==> config.mk <==
export PLATFORM = sky130hd
export DESIGN_NAME = ubd_baud_gen
export DESIGN_NICKNAME = d
export VERILOG_FILES = /design/src/verilog/ubd_baud_gen.v /design/src/verilog/ubd_regfile.v
export VERILOG_INCLUDE_DIRS = /design/src /design/src/shared
export SDC_FILE = /design/constraint.sdc
export NUM_CORES = 1
export LEC_CHECK = 0
export BUFFER_PORTS_ARGS = -buffer_cell sky130_fd_sc_hd__buf_4
export CORE_AREA = 2 2 77 79
export CTS_CLUSTER_SIZE = 20
export DETAILED_ROUTE_END_ITERATION = 8
export DIE_AREA = 0 0 79 81
export GPL_ROUTABILITY_DRIVEN = 0
export PLACE_DENSITY = 0.73
export SETUP_SLACK_MARGIN = 0.2
export SYNTH_ARGS = -nofsm -noshare
export SYNTH_HDL_FRONTEND = slang
export SYNTH_SLANG_ARGS = --single-unit
export TNS_END_PERCENT = 50
==> constraint.sdc <==
create_clock -name I_CORE_CLK -period 1.95 [get_ports I_CORE_CLK]
set_clock_uncertainty 0.05 [all_clocks]
set_input_delay 0.0975 -clock I_CORE_CLK [delete_from_list [all_inputs] [get_ports I_CORE_CLK]]
set_output_delay 0.0975 -clock I_CORE_CLK [all_outputs]
set_load 0.005 [all_outputs]
==> src/shared/ubd_defs.vh <==
`ifndef UBD_DEFS_VH
`define UBD_DEFS_VH

// Register offsets on the plain register port
`define UBD_ADDR_W          4
`define UBD_OFF_DIV_HIGH    4'h0
`define UBD_OFF_DIV_LOW     4'h1
`define UBD_OFF_CTRL        4'h2
`define UBD_OFF_STATUS      4'h3

// Field positions
`define UBD_DIV_W           13
`define UBD_HIGH_BITS       5
`define UBD_CTRL_RX_ON      0
`define UBD_CTRL_TX_ON      1
`define UBD_STAT_RUN        0
`define UBD_STAT_ARMED      1

// Reset values
`define UBD_RST_DIV_HIGH    8'h00
`define UBD_RST_DIV_LOW     8'h04
`define UBD_RST_CTRL        8'h00

// Oversampling: one bit time is this many ticks
`define UBD_OVERSAMPLE      5'h10
`define UBD_OVS_W           4

`endif

==> src/verilog/ubd_baud_gen.v <==
// Strobed register access and the placing of the registers were decided locally.
`timescale 1ns/1ps
`include "ubd_defs.vh"

// Functional notes
// Software writes high half, then low half
// High write buffers; low write commits divisor
// Divisor is high[4:0] joined with low[7:0]
// Zero divisor stops the generator
// Bit rate is clock over sixteen times divisor
// Idle after reset until rx/tx first enabled
// Count modulo divisor; reload on new divisor
module ubd_baud_gen
(
	input  wire                   I_CORE_CLK,
	input  wire                   I_RST_N,
	input  wire [`UBD_ADDR_W-1:0] I_ADDR,
	input  wire [7:0]             I_WDATA,
	input  wire                   I_WR,
	input  wire                   I_RD,
	output reg  [7:0]             O_RDATA,
	output reg                    O_TICK16,
	output reg                    O_BIT_TICK,
	output reg                    O_RX_ON,
	output reg                    O_TX_ON
);

	wire [4:0]  high_buf;
	wire [12:0] divisor;
	wire [7:0]  ctrl;
	wire        load;

	reg  [12:0] cnt_ff;
	reg  [12:0] nxt_cnt;
	reg  [3:0]  ovs_ff;
	reg  [3:0]  nxt_ovs;
	reg         armed_ff;
	reg         nxt_tick;
	reg         nxt_bit;
	reg  [7:0]  nxt_rdata;
	wire        run;

	ubd_regfile u_regs
	(
		.i_clk         (I_CORE_CLK),
		.i_rst_n       (I_RST_N),
		.i_wr          (I_WR),
		.i_addr        (I_ADDR),
		.i_wdata       (I_WDATA),
		.o_high_buf_ff (high_buf),
		.o_divisor_ff  (divisor),
		.o_ctrl_ff     (ctrl),
		.o_load_ff     (load)
	);

	// arm on first enable
	// Sticks once set, so later disables keep the divider coherent
	always @(posedge I_CORE_CLK or negedge I_RST_N)
	begin
		if (!I_RST_N)
			armed_ff <= 1'b0;
		else if (ctrl[`UBD_CTRL_RX_ON] | ctrl[`UBD_CTRL_TX_ON])
			armed_ff <= 1'b1;
	end

	// zero divisor stops
	assign run = armed_ff & (divisor != 13'h0000);

	// modulo count, reload
	// sixteen ticks per bit
	always @*
	begin
		nxt_cnt  = cnt_ff;
		nxt_ovs  = ovs_ff;
		nxt_tick = 1'b0;
		nxt_bit  = 1'b0;
		if (!run || load)
		begin
			nxt_cnt = 13'h0001;
			nxt_ovs = 4'h0;
		end
		else if (cnt_ff >= divisor)
		begin
			nxt_cnt  = 13'h0001;
			nxt_tick = 1'b1;
			nxt_ovs  = ovs_ff + 4'h1;
			nxt_bit  = (ovs_ff == 4'hf);
		end
		else
			nxt_cnt = cnt_ff + 13'h0001;
	end

	always @*
	begin
		case (I_ADDR)
			`UBD_OFF_DIV_HIGH: nxt_rdata = {3'h0, high_buf};
			`UBD_OFF_DIV_LOW:  nxt_rdata = divisor[7:0];
			`UBD_OFF_CTRL:     nxt_rdata = ctrl;
			`UBD_OFF_STATUS:   nxt_rdata = {6'h00, armed_ff, run};
			default:           nxt_rdata = 8'h00;
		endcase
	end

	always @(posedge I_CORE_CLK or negedge I_RST_N)
	begin
		if (!I_RST_N)
		begin
			cnt_ff     <= 13'h0001;
			ovs_ff     <= 4'h0;
			O_TICK16   <= 1'b0;
			O_BIT_TICK <= 1'b0;
			O_RDATA    <= 8'h00;
			O_RX_ON    <= 1'b0;
			O_TX_ON    <= 1'b0;
		end
		else
		begin
			cnt_ff     <= nxt_cnt;
			ovs_ff     <= nxt_ovs;
			O_TICK16   <= nxt_tick;
			O_BIT_TICK <= nxt_bit;
			O_RDATA    <= I_RD ? nxt_rdata : 8'h00;
			O_RX_ON    <= ctrl[`UBD_CTRL_RX_ON];
			O_TX_ON    <= ctrl[`UBD_CTRL_TX_ON];
		end
	end

endmodule // ubd_baud_gen

==> src/verilog/ubd_regfile.v <==
`timescale 1ns/1ps
`include "ubd_defs.vh"

// Register store for the divisor halves and control bits
module ubd_regfile
(
	input  wire                   i_clk,
	input  wire                   i_rst_n,
	input  wire                   i_wr,
	input  wire [`UBD_ADDR_W-1:0] i_addr,
	input  wire [7:0]             i_wdata,
	output reg  [4:0]             o_high_buf_ff,
	output reg  [12:0]            o_divisor_ff,
	output reg  [7:0]             o_ctrl_ff,
	output reg                    o_load_ff
);

	always @(posedge i_clk or negedge i_rst_n)
	begin
		if (!i_rst_n)
		begin
			o_high_buf_ff <= 5'h00;
			o_divisor_ff  <= {5'h00, `UBD_RST_DIV_LOW};
			o_ctrl_ff     <= `UBD_RST_CTRL;
			o_load_ff     <= 1'b0;
		end
		else
		begin
			o_load_ff <= 1'b0;
			if (i_wr)
			begin
				case (i_addr)
					// high only buffers
					`UBD_OFF_DIV_HIGH:
						o_high_buf_ff <= i_wdata[4:0];
					// low commits buffer
					`UBD_OFF_DIV_LOW:
					begin
						// upper/lower assembly
						o_divisor_ff <= {o_high_buf_ff, i_wdata};
						o_load_ff    <= 1'b1;
					end
					`UBD_OFF_CTRL:
						o_ctrl_ff <= {6'h00, i_wdata[1:0]};
					default:
						o_load_ff <= 1'b0;
				endcase
			end
		end
	end

endmodule // ubd_regfile

* Word-level counts from Yosys, hierarchy flattened
Cells that the tools add are included.
** Storage, ports and cells
- Input bits :: 16
- Bits in registers :: 51
** Cells by class
- Mux-type cells :: 12
- Order comparisons :: 1
- Reductions and logical operators :: 8
- Bitwise operators :: 2
- Eq/ne operators :: 4
- Add/sub/neg operators :: 2
** Operators by type and width (count)
- 8-bit one-hot mux with 4 select lines :: 1
- 13-bit two-way mux :: 2
- 13-bit by 1-bit adder with 13-bit output, second input constant :: 1
- 13-bit greater-or-equal comparator :: 1
- 13-bit nonzero test :: 1
- 4-bit by 2-bit == test with 1-bit output, second input constant :: 2
- 4-bit two-way mux :: 2
- 8-bit two-way mux :: 1
- 1-bit two-way mux :: 6
- 2-bit AND reduction :: 3
- 4-bit by 1-bit adder with 4-bit output, second input constant :: 1
- 4-bit by 1-bit == test with 1-bit output, second input constant :: 1
- 4-bit == test, second input constant :: 1
- 4-bit zero test :: 1
- 2-bit nonzero test :: 1
- 1-bit bitwise AND :: 1
- 1-bit zero test :: 1
- 1-bit logical OR :: 1
- 1-bit OR :: 1

* Longest topological paths before layout
- Depth in word-level cells :: 5
- Depth in mapped cells :: 8
- Mapped depth without buffers :: 7

* By module
Synthesis repeated with hierarchy kept, for this count alone.
** Second synthesis, totals
- Cell total of the unflattened synthesis :: 237
- Area total of the unflattened synthesis :: 2633.8 µm²
** Modules (own cells, without submodules)
- ubd_baud_gen :: instances 1, area an instance 1734.2 µm², cells each 182, sequential area each 752.0 µm²
- ubd_regfile :: instances 1, area an instance 899.6 µm², cells each 55, sequential area each 526.8 µm²

* Worst setup path after synthesis
Ideal clock, no wire load.
- Path kind :: reg2reg
- From :: reg cnt_ff[0]
- To :: reg ovs_ff[2]
- Stages on the path, launching flop included :: 8
- Arrival time :: 1.725 ns
- Path slack :: 0.096 ns
- Clock period less this slack :: 1.854 ns
- Path buffers :: 0
- Cells stage by stage :: dfstp_2 -> inv_1 -> ha_1 -> nor3b_1 -> o21ai_1 -> a22o_2 -> o21ai_1 -> mux2i_1
** On the way
- Longest elaborated chain between the ends :: 2
** RTL lines
- from (decl) :: line ubd_baud_gen.v:33 : reg [12:0] cnt_ff;
- from (signal assigned) :: line ubd_baud_gen.v:118 : cnt_ff <= nxt_cnt;
- 13-bit greater-or-equal comparator :: line ubd_baud_gen.v:82 : else if (cnt_ff >= divisor)
- 2-bit nonzero test (no source line)
- to (signal assigned) :: line ubd_baud_gen.v:119 : ovs_ff <= nxt_ovs;
- to (decl) :: line ubd_baud_gen.v:35 : reg [3:0] ovs_ff;
No other way between the ends.
A chain may end at the register's enable or synchronous reset.

* Final worst setup path
- From :: reg cnt_ff[6]
- To :: reg ovs_ff[3]
Same word-level chain as after synthesis.

==> impl_metrics.env <==
export IMPL_total_of_warnings_raised_by_yosys=0
export IMPL_endpoint_kind="flip-flop"
export IMPL_ys_ff_latch=51
export IMPL_drt_initial_drc_count=78
export IMPL_worst_slew_pin_slew_ps=793
export IMPL_finalCoreUtilization_pct=58.5
export IMPL_synthDominantAreaCellType="dfrtp_1"
export IMPL_rsz0062_at_grt="true"
export IMPL_antenna_found_initial=0
export IMPL_floorplan_initialDensity_pct=44.6
export IMPL_clock_tree_from_tritoncts="done"
export IMPL_post_route_drc_count=0
export IMPL_synth_sequential_area_ratio_pct=50.5
export IMPL_die_w_um=79
export IMPL_final_fill_count=469
export IMPL_netlist_instances=218
export IMPL_finalHoldViolCount=0
export IMPL_cts_root_buffer="clkbuf_8"
export IMPL_finalWorstPathRequiredPeriod_ps=1950
export IMPL_relSlewSlack_pct=47.2
export IMPL_floorplan_die_height_um=81
export IMPL_cts_htree_levels=2
export IMPL_outcome="complete, but fails checks"
export IMPL_cp_slowest_stage_delay_ps=420
export IMPL_final_antenna_net_count=0
export IMPL_failing_checks="setup timing"
export IMPL_num_clock_sinks=51
export IMPL_globalRouteOverflowTotal=0
export IMPL_hpwl_um=3690
export IMPL_slowest_stage="dfrtp_1"
export IMPL_cts_buffers_inserted=5
export IMPL_timing_hold_ws_ps=49.4
export IMPL_met3_layer_usage_reported_by_global_route_pct=3.00
export IMPL_drt_wl_total_um=5410
export IMPL_detailedRoute_firstPassIterationCount=4
export IMPL_grt_start_max_net_pins=52
export IMPL_synth_to_layout_area_growth_pct=31.2
export IMPL_antenna_diode_instance_count=0
export IMPL_worst_endpoint_required_ps=2140
export IMPL_synth_fp_nets=249
export IMPL_portBuffers=27
export IMPL_rows=28
export IMPL_die_area_mm2=0.00640
export IMPL_clockBufferDepth=2
export IMPL_multiInputGateArea_mm2=0.00128
export IMPL_post_route_cells_drive_above_1_share_pct=40.6
export IMPL_pwr_density_mw_per_mm2=1000
export IMPL_use_met2_pct=30.0
export IMPL_yosys_top_cells_area="dfrtp_1 (48%), ha_1 (7.4%), mux2_4 (5.3%), mux2_2 (4.9%), xor2_1 (3.1%)"
export IMPL_arrival_time_at_the_worst_endpoint_ps=2140
export IMPL_max_clock_freq_mhz=512
export IMPL_num_nets_final=313
export IMPL_r2r_setup_slack_ps=-4
export IMPL_syn_cell_area_mm2=0.00253
export IMPL_timing_max_transition_violations_final=0
export IMPL_netlist_cell_type_count=37
export IMPL_grt_util_met1_pct=25.1
export IMPL_worstSkewPairLatency_ps=320
export IMPL_timing_critical_path_from_type="flip-flop"
export IMPL_final_worst_path_period_share_pct=100
export IMPL_p_leak_nw=1.61
export IMPL_ios=28
export IMPL_setup_tns_ps=-3.78
export IMPL_critical_path_max_fanout=3
export IMPL_timing_hold_worst_class="in2reg"
export IMPL_drt_wirelength_per_cell_um=15.1
export IMPL_sequential_cell_area_mm2=0.00128
export IMPL_dr_total_vias=1823
export IMPL_count_of_final_setup_violators=1
export IMPL_avgSynthCellArea_um2=11.6
export IMPL_gr_usage_all_layers_pct=18.5
export IMPL_grt_pass1_wl_um=8900
export IMPL_worst_slack_ps=-3.78
export IMPL_global_route_peak_usage_layer="met2"
export IMPL_cp_cell_sequence="ha_1 -> nand2_2 -> a2111oi_4 -> a22oi_2 -> buf_4 -> a21oi_2 -> mux2i_1"
export IMPL_first_global_vias=1791
export IMPL_max_rail_drop_vdd_uv=600
export IMPL_critPathKind="reg2reg"
export IMPL_cap_violations=0
export IMPL_coreArea_mm2=0.00568
export IMPL_post_place_ws_ps=-29.6
export IMPL_synth_largest_type_area_fraction_pct=48.4
export IMPL_viasPerCell=5.09
export IMPL_path_clk_slew_ps=100
## power by group
group	internal (mW)	switching, mW
clock	0.260	0.380
combinational	0.651	0.573
sequential	1.27	0.193
total	2.19	1.15
## cell usage after synthesis (all sizes together)
cell	number
inv	19
nand2b	1
nor3b	2
nand4	2
nand3	10
or3	3
a211oi	3
nor4	2
xor2	9
xnor2	2
nand2	11
mux2	20
a22o	1
a21oi	7
nor3	11
dfstp	2
and4	1
mux2i	5
nor2	17
o21ai	8
a41o	1
buf	5
dfrtp	49
ha	15
and3	6
mux4	1
a2111oi	1
a22oi	1
or2	2
nor2b	1
## stage by stage
stage                     power (mW)  cell area (µm²)  std cells
after global placement          2.34             2870        327
after floorplan                 2.02             2550        218
final                           3.33             3320        358
after detailed placement        2.38             2870        327
after global routing            3.52             3320        358
after CTS                       3.18             3200        354
## path summary, 6_finish.rpt
check,from,to,cells past startpoint
setup / recovery,cnt_ff[6],ovs_ff[3],7
hold / removal,I_ADDR[2],O_RDATA[1],3
setup reg to reg,cnt_ff[6],ovs_ff[3],7
hold reg to reg,u_regs.o_ctrl_ff[1],O_TX_ON,0
max in group asynchronous,I_RST_N,cnt_ff[1],2
min in group asynchronous,I_RST_N,O_RDATA[6],2
## per-layer routing
metal | vias up | part of all wire [%]
met2 | 34 | 49
met3 | 7 | 3.4
met1 | 902 | 46
met5 | - | 0
met4 | 0 | 1.7
li1 | 880 | -
## layout by cell type, fill, tap and decap left out, types with 7 or more instances in the layout
cell and n:
buf_4 49, mux2_2 11, nand2_1 9, nor2_1 7
ha_1 11, nand3_1 10, inv_1 16, dfrtp_1 49
dlygate4sd3_1 11, xor2_1 9, mux2_4 9, nor3_1 9
## sequential cells by signal, summed over array words and instances (netlist names)
signal / count
O_TX_ON: 1
O_TICK16: 1
u_regs.o_ctrl_ff: 2
armed_ff: 1
u_regs.o_load_ff: 1
O_RDATA: 8
cnt_ff: 13
O_RX_ON: 1
u_regs.o_divisor_ff: 13
O_BIT_TICK: 1
ovs_ff: 4
u_regs.o_high_buf_ff: 5
## worst max-delay path, delay by kind of cell (launching register included)
family | cells | cell delay, ps
AO/OA/AOI/OAI | 3 | 640
adder cells (fa/ha/maj) | 1 | 330
buffers and inverters | 1 | 170
flip-flops | 1 | 420
multiplexers | 1 | 190
AND/OR/NAND/NOR | 1 | 80
## kinds of logic (layout without fill, tap and decap cells)
group | Yosys count | in the layout | share of synthesized area (%)
mux | 26 | 26 | 13.1
fa+ha+maj | 15 | 15 | 7.41
buf+inv | 24 | 89 | 4.99
simple gates | 69 | 69 | 13.9
flops | 51 | 51 | 50.5
xor+xnor | 11 | 11 | 3.81
compound gates | 22 | 22 | 6.23
## layout make-up
class	instances	area share [%]
Timing Repair Buffer	62	15.3
Multi-Input combinational cell	143	38.5
Clock buffer	5	2.07
Inverter	19	2.15
Sequential cell	51	38.5
Tap cell	75	2.83
Clock inverter	3	0.678
## repair_timing
item                                   CTS  global route
gates resized for setup                 13            24
endpoints found under the hold margin   69             0
pin swaps                                9            10
buffers inserted                         8             4
hold buffers                            11             0
setup endpoints to repair               19            20
No activity file was read; power rests on OpenSTA's default activity.
